File: src/shared/enc_consts.svh
`ifndef ENC_CONSTS_SVH
`define ENC_CONSTS_SVH

// ****************************************
// register offsets (byte addresses)
// ****************************************
`define ENC_ADDR_W 8
`define ENC_OFF_IO_CONTROL 8'h00
`define ENC_OFF_GE_COMPARE 8'h04
`define ENC_OFF_LE_COMPARE 8'h08
`define ENC_OFF_IRQ_STATUS 8'h0C
`define ENC_OFF_IRQ_MASK 8'h10
`define ENC_OFF_CAPTURE 8'h14

// ****************************************
// io control field positions
// ****************************************
`define ENC_BIT_CAPTURE_EN 15
`define ENC_BIT_FILTER_EN 14
`define ENC_FDIV_HI 13
`define ENC_FDIV_LO 11
`define ENC_FUNC_HI 10
`define ENC_FUNC_LO 9
`define ENC_BIT_SWAP 8
`define ENC_INV_HI 7
`define ENC_INV_LO 4
`define ENC_LVL_HI 3
`define ENC_LVL_LO 0

// ****************************************
// interrupt status bit positions
// ****************************************
`define ENC_IRQ_CAPTURE 0
`define ENC_IRQ_COMPARE 1

// ****************************************
// reset values and timing
// ****************************************
`define ENC_CTRL_RESET 12'h000
`define ENC_WORD_RESET 16'h0000
`define ENC_IRQ_RESET 2'h0
`define ENC_DIV_RESET 7'h00
`define ENC_FLT_STABLE 2'h2
`define ENC_FLT_ZERO 2'h0

`endif

File: src/shared/enc_pkg.sv
package enc_pkg;
    // one data word of the register port
    typedef logic [15:0] word_t;
    // divider code width
    typedef logic [2:0] fdiv_t;
    // compare output function modes
    typedef enum logic [1:0]
    {
        CMP_OFF = 2'h0,
        CMP_GE = 2'h1,
        CMP_LE = 2'h2,
        CMP_WINDOW = 2'h3
    } cmp_mode_e;
endpackage

File: src/shared/filter_if.sv
`timescale 1ns/10ps
// conditioned inputs into the filter and cleaned levels back
interface filter_if;
    logic [3:0] raw;
    logic tick;
    logic [3:0] clean;
    modport owner(output raw, output tick, input clean);
    modport filter(input raw, input tick, output clean);
endinterface

File: src/hdl/input_filter.sv
`timescale 1ns/10ps
`include "enc_consts.svh"

// ****************************************
// four-channel digital glitch filter
// ****************************************
module input_filter
(
    // clock and reset
    input wire logic clk_in,
    input wire logic rst_b_in,
    // filter side of the carrier
    filter_if.filter flt
);
    // per-channel agreement counters
    logic [1:0] stable_reg [4];
    // filtered levels
    logic [3:0] clean_reg;

    assign flt.clean = clean_reg;

    // a level moves only after three agreeing ticks, so spikes
    // no longer than two divided periods never reach the decoder
    always_ff @(posedge clk_in)
    begin
        if (!rst_b_in)
        begin
            clean_reg <= 4'h0;
            for (int i = 0; i < 4; i++)
            begin
                stable_reg[i] <= `ENC_FLT_ZERO;
            end
        end
        else if (flt.tick)
        begin
            for (int i = 0; i < 4; i++)
            begin
                // input agrees with output: nothing pending
                if (flt.raw[i] == clean_reg[i])
                begin
                    stable_reg[i] <= `ENC_FLT_ZERO;
                end
                // third disagreeing tick: take the new level
                else if (stable_reg[i] == `ENC_FLT_STABLE)
                begin
                    clean_reg[i] <= flt.raw[i];
                    stable_reg[i] <= `ENC_FLT_ZERO;
                end
                // still counting
                else
                begin
                    stable_reg[i] <= stable_reg[i] + 2'h1;
                end
            end
        end
    end
endmodule

File: src/hdl/encoder_input_conditioning.sv
`timescale 1ns/10ps
`include "enc_consts.svh"

// Notes on behaviour
// - capture enable makes index matches capture position
// - filter enable routes all four inputs through filter
// - divider code n divides filter clock by 2^n
// - mode 01 high at/above ge, 10 at/below le
// - mode 11 window; mode 00 leaves pin undriven
// - swap bit exchanges phase a and b
// - four polarity bits invert home, index, b, a
// - read-only levels after polarity, reset undefined

module encoder_input_conditioning
(
    // clock and reset
    input wire logic clk_in,
    input wire logic rst_b_in,
    // register port
    input wire logic [`ENC_ADDR_W-1:0] addr_in,
    input wire logic [15:0] wr_data_in,
    input wire logic wr_in,
    input wire logic rd_in,
    output logic [15:0] rd_data_out,
    // encoder pins
    input wire logic phase_a_pin_in,
    input wire logic phase_b_pin_in,
    input wire logic index_pin_in,
    input wire logic home_pin_in,
    // counter side
    input wire logic [15:0] position_count_in,
    input wire logic index_match_in,
    // conditioned levels to the decoder
    output logic phase_a_level_out,
    output logic phase_b_level_out,
    output logic index_level_out,
    output logic home_level_out,
    // capture result
    output logic capture_pulse_out,
    output logic [15:0] captured_position_out,
    // compare pin
    output logic compare_out_pin_out,
    output logic compare_out_pin_oe_out,
    // interrupt
    output logic irq_out
);

    // ****************************************
    // helper functions
    // ****************************************

    // mask of low divider bits that must be all ones for a tick
    function automatic logic [6:0] div_mask(input enc_pkg::fdiv_t code);
        logic [7:0] one_hot;
        one_hot = 8'h01 << code;
        div_mask = 7'(one_hot - 8'h01);
    endfunction

    // compare decision for a given mode
    function automatic logic cmp_hit(
        input enc_pkg::cmp_mode_e mode,
        input enc_pkg::word_t pos,
        input enc_pkg::word_t ge,
        input enc_pkg::word_t le
    );
        logic at_ge;
        logic at_le;
        at_ge = (pos >= ge);
        at_le = (pos <= le);
        case (mode)
            enc_pkg::CMP_GE: cmp_hit = at_ge;
            enc_pkg::CMP_LE: cmp_hit = at_le;
            enc_pkg::CMP_WINDOW: cmp_hit = at_ge && at_le;
            default: cmp_hit = 1'b0;
        endcase
    endfunction

    // ****************************************
    // registers
    // ****************************************

    // writable upper twelve bits of the io control register
    logic [`ENC_BIT_CAPTURE_EN:`ENC_INV_LO] ctrl_reg;
    // compare thresholds
    enc_pkg::word_t ge_reg;
    enc_pkg::word_t le_reg;
    // sticky interrupt status and its mask
    logic [1:0] irq_status_reg;
    logic [1:0] irq_mask_reg;
    // read data, valid the cycle after a read strobe
    enc_pkg::word_t rd_data_reg;

    // named views of the control fields
    logic capture_on_index_en;
    logic input_filter_en;
    enc_pkg::fdiv_t filter_clock_divider;
    enc_pkg::cmp_mode_e compare_output_function;
    logic swap_phase_inputs;
    logic [3:0] pol_invert;

    assign capture_on_index_en = ctrl_reg[`ENC_BIT_CAPTURE_EN];
    assign input_filter_en = ctrl_reg[`ENC_BIT_FILTER_EN];
    assign filter_clock_divider = ctrl_reg[`ENC_FDIV_HI:`ENC_FDIV_LO];
    assign compare_output_function =
        enc_pkg::cmp_mode_e'(ctrl_reg[`ENC_FUNC_HI:`ENC_FUNC_LO]);
    assign swap_phase_inputs = ctrl_reg[`ENC_BIT_SWAP];
    // order: home, index, phase b, phase a
    assign pol_invert = ctrl_reg[`ENC_INV_HI:`ENC_INV_LO];

    // ****************************************
    // pin synchronisers
    // ****************************************

    // first stage, read only by the second stage
    logic [3:0] pin_meta_reg;
    // second stage, safe for logic
    logic [3:0] pin_sync_reg;

    // pins are asynchronous to clk_in, two flops before any use
    always_ff @(posedge clk_in)
    begin
        if (!rst_b_in)
        begin
            pin_meta_reg <= 4'h0;
            pin_sync_reg <= 4'h0;
        end
        else
        begin
            pin_meta_reg <= {home_pin_in, index_pin_in, phase_b_pin_in, phase_a_pin_in};
            pin_sync_reg <= pin_meta_reg;
        end
    end

    // ****************************************
    // polarity, filter and swap
    // ****************************************

    // levels after polarity control
    logic [3:0] polar_lvl;
    // levels after filter or bypass
    logic [3:0] cond_lvl;
    // filter clock divider count
    logic [6:0] div_cnt_reg;
    // one-cycle filter sample enable
    logic filter_tick_reg;

    assign polar_lvl = pin_sync_reg ^ pol_invert;

    always_ff @(posedge clk_in)
    begin
        if (!rst_b_in)
        begin
            div_cnt_reg <= `ENC_DIV_RESET;
            filter_tick_reg <= 1'b0;
        end
        else
        begin
            div_cnt_reg <= div_cnt_reg + 7'h01;
            // code zero gives mask zero, a tick every cycle
            filter_tick_reg <= ((div_cnt_reg & div_mask(filter_clock_divider))
                == div_mask(filter_clock_divider));
        end
    end

    // carrier to the filter module
    filter_if flt_bus();

    assign flt_bus.raw = polar_lvl;
    assign flt_bus.tick = filter_tick_reg;

    // filter instance
    input_filter u_filter
    (
        .clk_in(clk_in),
        .rst_b_in(rst_b_in),
        .flt(flt_bus.filter)
    );

    assign cond_lvl = input_filter_en ? flt_bus.clean : polar_lvl;

    // registered levels to the decoder
    always_ff @(posedge clk_in)
    begin
        if (!rst_b_in)
        begin
            phase_a_level_out <= 1'b0;
            phase_b_level_out <= 1'b0;
            index_level_out <= 1'b0;
            home_level_out <= 1'b0;
        end
        // exchange phases ahead of the decoder
        else if (swap_phase_inputs)
        begin
            phase_a_level_out <= cond_lvl[1];
            phase_b_level_out <= cond_lvl[0];
            index_level_out <= cond_lvl[2];
            home_level_out <= cond_lvl[3];
        end
        // straight through
        else
        begin
            phase_a_level_out <= cond_lvl[0];
            phase_b_level_out <= cond_lvl[1];
            index_level_out <= cond_lvl[2];
            home_level_out <= cond_lvl[3];
        end
    end

    // ****************************************
    // index capture
    // ****************************************

    // capture event of this cycle
    logic capture_event;

    assign capture_event = index_match_in && capture_on_index_en;

    // latch the count and pulse once per event
    always_ff @(posedge clk_in)
    begin
        if (!rst_b_in)
        begin
            capture_pulse_out <= 1'b0;
            captured_position_out <= `ENC_WORD_RESET;
        end
        else
        begin
            capture_pulse_out <= capture_event;
            // take the count on the event
            if (capture_event)
            begin
                captured_position_out <= position_count_in;
            end
        end
    end

    // ****************************************
    // compare output
    // ****************************************

    // combinational compare result, and its rise against the registered pin
    logic cmp_level;
    logic cmp_rise;

    assign cmp_level = cmp_hit(compare_output_function, position_count_in, ge_reg, le_reg);
    assign cmp_rise = cmp_level && !compare_out_pin_out;

    // pin value and enable
    always_ff @(posedge clk_in)
    begin
        if (!rst_b_in)
        begin
            compare_out_pin_out <= 1'b0;
            compare_out_pin_oe_out <= 1'b0;
        end
        else
        begin
            compare_out_pin_out <= cmp_level;
            compare_out_pin_oe_out <= (compare_output_function != enc_pkg::CMP_OFF);
        end
    end

    // ****************************************
    // register writes
    // ****************************************

    always_ff @(posedge clk_in)
    begin
        if (!rst_b_in)
        begin
            ctrl_reg <= `ENC_CTRL_RESET;
            ge_reg <= `ENC_WORD_RESET;
            le_reg <= `ENC_WORD_RESET;
            irq_mask_reg <= `ENC_IRQ_RESET;
        end
        else if (wr_in)
        begin
            // address decode, unmapped writes dropped
            if (addr_in == `ENC_OFF_IO_CONTROL)
            begin
                // low nibble is read-only status
                ctrl_reg <= wr_data_in[`ENC_BIT_CAPTURE_EN:`ENC_INV_LO];
            end
            else if (addr_in == `ENC_OFF_GE_COMPARE)
            begin
                ge_reg <= wr_data_in;
            end
            else if (addr_in == `ENC_OFF_LE_COMPARE)
            begin
                le_reg <= wr_data_in;
            end
            else if (addr_in == `ENC_OFF_IRQ_MASK)
            begin
                irq_mask_reg <= wr_data_in[1:0];
            end
        end
    end

    // ****************************************
    // interrupt status
    // ****************************************

    // events of this cycle in status layout
    logic [1:0] irq_events;
    logic status_read;

    assign irq_events = {cmp_rise, capture_event};
    assign status_read = rd_in && (addr_in == `ENC_OFF_IRQ_STATUS);

    // read clears, but a same-cycle event still lands
    always_ff @(posedge clk_in)
    begin
        if (!rst_b_in)
        begin
            irq_status_reg <= `ENC_IRQ_RESET;
        end
        else if (status_read)
        begin
            irq_status_reg <= irq_events;
        end
        else
        begin
            irq_status_reg <= irq_status_reg | irq_events;
        end
    end

    // level interrupt, one cycle behind the status
    always_ff @(posedge clk_in)
    begin
        if (!rst_b_in)
        begin
            irq_out <= 1'b0;
        end
        else
        begin
            irq_out <= |(irq_status_reg & irq_mask_reg);
        end
    end

    // ****************************************
    // register reads
    // ****************************************

    // live levels sit in the low nibble of io control
    always_ff @(posedge clk_in)
    begin
        if (!rst_b_in)
        begin
            rd_data_reg <= `ENC_WORD_RESET;
        end
        else if (rd_in)
        begin
            if (addr_in == `ENC_OFF_IO_CONTROL)
            begin
                rd_data_reg <= {ctrl_reg, cond_lvl};
            end
            else if (addr_in == `ENC_OFF_GE_COMPARE)
            begin
                rd_data_reg <= ge_reg;
            end
            else if (addr_in == `ENC_OFF_LE_COMPARE)
            begin
                rd_data_reg <= le_reg;
            end
            else if (addr_in == `ENC_OFF_IRQ_STATUS)
            begin
                rd_data_reg <= {14'h0000, irq_status_reg};
            end
            else if (addr_in == `ENC_OFF_IRQ_MASK)
            begin
                rd_data_reg <= {14'h0000, irq_mask_reg};
            end
            else if (addr_in == `ENC_OFF_CAPTURE)
            begin
                rd_data_reg <= captured_position_out;
            end
            // unmapped reads answer zero
            else
            begin
                rd_data_reg <= `ENC_WORD_RESET;
            end
        end
        // data stand only in the cycle after the strobe
        else
        begin
            rd_data_reg <= `ENC_WORD_RESET;
        end
    end

    assign rd_data_out = rd_data_reg;

endmodule

File: config.mk
export PLATFORM = sky130hd
export DESIGN_NAME = encoder_input_conditioning
export DESIGN_NICKNAME = d
export VERILOG_FILES = /design/src/shared/enc_pkg.sv /design/src/shared/filter_if.sv /design/src/hdl/input_filter.sv /design/src/hdl/encoder_input_conditioning.sv
export VERILOG_INCLUDE_DIRS = /design/src /design/src/shared
export SDC_FILE = /design/constraint.sdc
export NUM_CORES = 1
export LEC_CHECK = 0
export BUFFER_PORTS_ARGS = -buffer_cell sky130_fd_sc_hd__buf_4
export CORE_MARGIN = 3
export CORE_UTILIZATION = 41
export CTS_BUF_LIST = sky130_fd_sc_hd__clkbuf_2
export DETAILED_ROUTE_END_ITERATION = 8
export PLACE_DENSITY = 0.64
export SYNTH_ARGS = -nofsm -noshare
export SYNTH_HDL_FRONTEND = slang
export SYNTH_HIERARCHICAL = 1
export SYNTH_SLANG_ARGS = --single-unit
File: constraint.sdc
create_clock -name clk_in -period 2.4 [get_ports clk_in]
set_clock_uncertainty 0.1 [all_clocks]
set_input_delay 0.24 -clock clk_in [delete_from_list [all_inputs] [get_ports clk_in]]
set_output_delay 0.24 -clock clk_in [all_outputs]
set_load 0.05 [all_outputs]
==> results.py, run 1 <==
metrics = {
    "status": {
        "status": "finished clean",
    },
    "pwr": {
        "p_per_area_mw_per_mm2": 562,
        "internal_power_w": 0.00292,
        "seq_power_share": 0.512,
        "p_switching_w": 0.000957,
        "leakagePower_nw": 2.77,
        "ir_drop_mv": 0.674,
        "combPwrFrac": 0.088,
        "clkPwrFrac": 0.401,
        "power.share.switching": 0.247,
    },
    "synthesis": {
        "syn_inst": 600,
        "seq_area_frac_synth": 0.452,
        "synth.largest_area_cell": "dfxtp_1",
        "avgSynthCellArea_um2": 8.85,
        "ys.flop_type": "dfxtp_1",
        "ys_ff_latch": 116,
        "synth_edf_count": 8,
        "ys_types": 50,
        "yosysWarningCount": 6,
        "syn_area_mm2": 0.00531,
        "synth.top_cell.area_share": 0.407,
        "synth_fp_nets": 686,
        "async_flop_share": 0,
        "synth_area_leaders": "dfxtp_1, ha_1, a21oi_1, nand2_1, mux2i_1",
    },
    "global_routing": {
        "grt.overflow.total": 0,
        "grt_pass1_vias": 4796,
        "track_usage": 0.211,
        "grt_pass1_wl_um": 24200,
        "grt_max_degree": 49,
        "antenna_found_initial": 0,
    },
    "clock_network": {
        "clk_latency_ps": 650,
        "cts_num_sinks": 116,
        "cts_buffers": 17,
        "cts-root-buf": "clkbuf_2",
        "cts_tree": "yes",
        "cts_max_path_buffers": 2,
        "htree_levels": 4,
        "clk_pin_slew_ps": 190,
        "cts_setup_buffers": 0,
    },
    "detailed_routing": {
        "viasPerCell": 5.38,
        "drt_iter0_drc": 540,
        "drt_first_pass_iters": 5,
        "post-route-drc-count": 0,
        "avgRoutedWirePerCell_um": 16.7,
        "drt-total-wl_um": 15200,
        "num_vias": 4894,
        "drtAntennaViolNets": 0,
    },
    "die": {
        "chipWidth_um": 120,
        "initial_core_util": 0.431,
        "row_count": 40,
        "die_h_um": 120,
        "io_pins": 89,
        "dieArea_mm2": 0.0144,
        "fp.coreArea_mm2": 0.0123,
    },
    "sta": {
        "report.final.slew_viol_count": 0,
        "setup_viol": 0,
        "worst_pin_slew_ps": 672,
        "fin_crit_sh": 0.972,
        "finalHoldViolations": 0,
        "fmaxAchievable_mhz": 429,
        "rsz0062_at_grt": "false",
        "relSlewSlack": 0.551,
        "post-route-min-period_ps": 2330,
        "setup_tns_ps": 0,
    },
    "place": {
        "placed_area_mm2": 0.00610,
        "hpwl_um": 10900,
        "io_buffers": 88,
        "place_congestion": 0.899,
    },
    "worst_setup_path": {
        "worstSetupEndpointType": "flip-flop",
        "cp_max_fo": 4,
        "critPathKind": "primary input to flip-flop",
        "arrival_ps": 2810,
        "setup.worst_path.start": "addr_in[0]",
        "required_ps": 2880,
        "critPathLaunchType": "primary input",
        "crit-reg2reg-launch": "le_reg[7]$_SDFFE_PN0P_",
    },
    "final_layout": {
        "final_layout_size_suffix_gt1_frac": 0.184,
        "n_fill_cell": 1146,
        "antenna_cells": 0,
        "syn_to_final_growth_pct": 29.9,
        "nNetsFinal": 814,
        "postLayoutCellArea_mm2": 0.00690,
    },
    "run": {
        "cap_violations": 0,
    },
    "hold_path": {
        "min_path_type": "primary input to flip-flop",
        "min_from": "addr_in[1]",
    },
}
cell usage in the layout, fill, tap and decap left out, types with 9 or more instances in the layout:
master         count
buf_4             93
nand3_1           33
o21ai_0           21
and2_1            12
a222oi_1          12
dfxtp_1          108
mux2i_1           24
inv_1             37
dlygate4sd3_1     48
nand2_1           93
nor2_1            31
clkbuf_2          18
ha_1              37
a21oi_1           75
nor4_1             9
power groups by stage:
stage | combinational (W) | sequential (W) | clock (W)
6_report | 0.000340 | 0.00198 | 0.00155
5_1_grt | 0.000373 | 0.00199 | 0.00166
4_1_cts | 0.000334 | 0.00198 | 0.00158
3_5_place_dp | 0.000273 | 0.00202 | 0
3_3_place_gp | 0.000264 | 0.00202 | 0
2_1_floorplan | 0.000133 | 0.00203 | 0
kinds of logic (layout without fill, tap and decap cells):
family          after synthesis  in the layout  share of synthesized area
simple gates                205            205                      0.182
compound gates              132            132                      0.153
flops                       116            116                      0.452
buf+inv                      72            213                     0.0565
fa+ha+maj                    37             37                     0.0872
mux                          26             26                     0.0495
xor+xnor                     12             12                     0.0198
Yosys cell counts, types with 5 or more instances:
master,count
nand2_1,93
inv_1,38
nor4_1,10
buf_2,8
and2_1,12
xnor2_1,5
a21oi_1,75
dfxtp_1,108
clkbuf_1,21
xor2_1,7
nand3_1,33
ha_1,37
o21ai_0,21
a222oi_1,12
nand4_1,7
nor2_1,31
a221oi_1,7
mux2i_1,24
edfxtp_1,8
final timing paths:
kind	end	slack [ps]	cells after the start
max	irq_mask_reg[1]$_SDFFE_PN0P_	70	8
max reg2reg	irq_status_reg[1]$_SDFF_PN0_	260	7
min reg2reg	pin_sync_reg[0]$_SDFF_PN0_	360	1
min	rd_data_out[6]$_SDFF_PN0_	80	5
cell type report:
class / instances / area [um2] / area share
multi-input cells: 412 / 2620 / 0.380
flip-flops and latches: 116 / 2400 / 0.348
repair buffers: 143 / 1220 / 0.177
clock inverters: 14 / 210 / 0.0305
well taps: 168 / 210 / 0.0305
inverters: 38 / 143 / 0.0207
clock buffers: 18 / 90.1 / 0.0131
per-stage QoR:
stage | instances | hold WS [ps] | total power [W] | setup WS (ps) | utilization
after floorplan | 600 | 267 | 0.00216 | 426 | -
after global placement | 829 | 319 | 0.00229 | 348 | 0.496
after detailed placement | 829 | 317 | 0.00230 | 265 | 0.496
after CTS | 909 | 10.7 | 0.00390 | 22.3 | 0.559
after global routing | 909 | 50.7 | 0.00402 | 14.8 | 0.560
final | 909 | 81.4 | 0.00388 | 68.1 | 0.560
critical path: stages:
cell           delay [ps]
dlygate4sd3_1         530
buf_4                 150
nor4_4                270
dlygate4sd3_1         580
and2_1                200
dlygate4sd3_1         610
nand3_1                90
a21oi_1               130
metal layers:
layer | track usage | wire length (um)
met1 | 0.268 | 6580
met5 | 0 | 0
met3 | 0.0481 | 995
met4 | 0.0737 | 319
met2 | 0.353 | 7270
what timing repair did:
item | 4_1_cts | 5_1_grt
endpoints found under the hold margin | 89 | 0
endpoints found under the setup margin | 0 | 2
hold buffers | 48 | 0
gates resized for setup | 0 | 2
(Power assumes the default switching activity.)
==> inputs of run 2 (changes only) <==
- CELL_PAD_IN_SITES_DETAIL_PLACEMENT: not set -> 0
- CELL_PAD_IN_SITES_GLOBAL_PLACEMENT: not set -> 1
- PLACE_DENSITY: 0.64 -> not set
- PLACE_DENSITY_LB_ADDON: not set -> 0.1
- REMOVE_ABC_BUFFERS: not set -> 1
==> run 2 against run 1 <==
Compared with the run above:
- clock power decreased by 8%
- sequential share of layout area decreased by 0.73 points
- critical path depth decreased by 1
- count of clock-buffer cells in the layout increased by 1
- die area unchanged
- largest cell class unchanged
- highest routed layer unchanged
==> results.py, run 2 (same netlist as run 1, synthesis figures left out) <==
metrics = {
    "status": {
        "status": "finished clean",
    },
    "die": {
        "initial_core_util": 0.431,
        "row_count": 40,
        "io_pins": 89,
        "chipWidth_um": 120,
        "die_h_um": 120,
        "fp.coreArea_mm2": 0.0123,
        "dieArea_mm2": 0.0144,
    },
    "run": {
        "cap_violations": 0,
    },
    "clock_network": {
        "cts_num_sinks": 116,
        "cts_buffers": 17,
        "cts_tree": "yes",
        "cts-root-buf": "clkbuf_2",
        "clk_pin_slew_ps": 190,
        "cts_max_path_buffers": 2,
        "htree_levels": 4,
        "clk_latency_ps": 720,
        "cts_setup_buffers": 0,
    },
    "pwr": {
        "total_power_w": 0.00376,
        "p_per_area_mw_per_mm2": 534,
        "ir_drop_mv": 0.259,
        "leakagePower_nw": 2.88,
    },
    "global_routing": {
        "antenna_found_initial": 0,
        "grt.overflow.total": 0,
        "grt_pass1_vias": 4981,
        "grt_pass1_wl_um": 25500,
        "track_usage": 0.229,
        "grt_max_degree": 41,
    },
    "sta": {
        "fmaxAchievable_mhz": 450,
        "setup_tns_ps": 0,
        "fin_crit_sh": 0.926,
        "rsz0062_at_grt": "false",
        "setup_viol": 0,
        "post-route-min-period_ps": 2220,
        "relSlewSlack": 0.635,
        "finalHoldViolations": 0,
        "worst_pin_slew_ps": 547,
        "report.final.slew_viol_count": 0,
    },
    "worst_setup_path": {
        "critPathKind": "flip-flop to flip-flop",
        "path_buf_inv": 1,
        "cp_slowest_stage_delay_ps": 390,
        "worstSetupEndpointType": "flip-flop",
        "reg2reg_depth": 7,
        "r2r_setup_slack_ps": 180,
        "critical_path.reg2reg.endpoint": "irq_status_reg[1]$_SDFF_PN0_",
        "crit-reg2reg-launch": "le_reg[7]$_SDFFE_PN0P_",
        "worst_path_max_delay_cell": "a221o_1",
        "cp_max_fo": 3,
        "path_delay_family": "compound AO/OA/AOI/OAI gates",
        "path_cells": "inv_1 -> ha_1 -> a21oi_1 -> o21ai_0 -> a221o_1 -> o311a_1 -> o41ai_2",
        "critPathLaunchType": "flip-flop",
        "required_ps": 2940,
        "arrival_ps": 2760,
    },
    "hold_path": {
        "min_delay_path_depth": 5,
        "min_path_type": "primary input to flip-flop",
        "min_from": "addr_in[7]",
        "worstHoldEndpoint": "rd_data_out[12]$_SDFF_PN0_",
    },
    "detailed_routing": {
        "drt_first_pass_iters": 5,
        "num_vias": 4936,
        "viasPerCell": 5.28,
        "post-route-drc-count": 0,
        "drt-total-wl_um": 16100,
        "drt_iter0_drc": 312,
        "avgRoutedWirePerCell_um": 17.2,
        "drtAntennaViolNets": 0,
    },
    "final_layout": {
        "postLayoutCellArea_mm2": 0.00705,
        "antenna_cells": 0,
        "nNetsFinal": 839,
        "syn_to_final_growth_pct": 32.7,
        "mostFrequentLayoutCell": "dfxtp_1",
        "final_layout_size_suffix_gt1_frac": 0.188,
        "final_cell_mix": "dfxtp_1, buf_4, nand2_1",
    },
    "place": {
        "hpwl_um": 11300,
        "io_buffers": 88,
        "placed_area_mm2": 0.00616,
        "place_congestion": 0.856,
    },
}
## run 2: repair_timing
action	CTS	global route
setup endpoints to repair	0	1
resized for setup	0	1
hold buffers	62	1
hold endpoints to repair	88	2
## run 2: final cells by class
| class | count | area (um2) |
|---|---|---|
| Fill cell | 1179 | 5270 |
| Multi-Input combinational cell | 412 | 2620 |
| Sequential cell | 116 | 2400 |
| Timing Repair Buffer | 168 | 1420 |
| Tap cell | 168 | 210 |
| Clock inverter | 13 | 164 |
| Inverter | 38 | 143 |
| Clock buffer | 19 | 95.1 |
## run 2: worst max-delay path by stage
stage / startpoint / to / slack [ps] / cells after the start
3_5_place_dp: position_count_in[7] / irq_status_reg[1]$_SDFF_PN0_ / 180 / 7
3_3_place_gp: position_count_in[7] / irq_status_reg[1]$_SDFF_PN0_ / 280 / 7
5_1_grt: ctrl_reg[15]$_SDFFE_PN0P_ / captured_position_out[1]$_SDFFE_PN0P_ / 90 / 5
6_report: le_reg[7]$_SDFFE_PN0P_ / irq_status_reg[1]$_SDFF_PN0_ / 180 / 7
4_1_cts: addr_in[0] / ctrl_reg[6]$_SDFFE_PN0P_ / 100 / 9
2_1_floorplan: addr_in[4] / le_reg[0]$_SDFFE_PN0P_ / 270 / 5
## run 2: where the power goes
group | internal (W) | leakage [nW] | switching, W
logic | 0.000172 | 1.76 | 0.000176
clock network | 0.000674 | 0.160 | 0.000756
registers | 0.00197 | 0.962 | 0.0000134
## run 2: per-stage QoR
stage	worst slack [ps]	std cells	hold WS, ps	util
6_report	178	934	58.5	0.572
5_1_grt	85.5	934	15.5	0.572
4_1_cts	104	934	0.593	0.572
3_5_place_dp	185	840	325	0.500
3_3_place_gp	283	840	322	0.500
2_1_floorplan	275	566	262	-
## run 2: routing by layer
layer,vias to the layer above,GRT usage,share of wire
met2,151,0.370,0.46
met1,2334,0.303,0.47
met4,0,0.0838,0.015
met5,-,0,0
met3,20,0.0448,0.048
li1,2431,-,-
## run 2: worst min-delay path, delay by kind of cell
| kind | cells | cell delay (ps) |
|---|---|---|
| compound gates | 1 | 110 |
| simple gates | 2 | 110 |
| buf+inv | 2 | 410 |
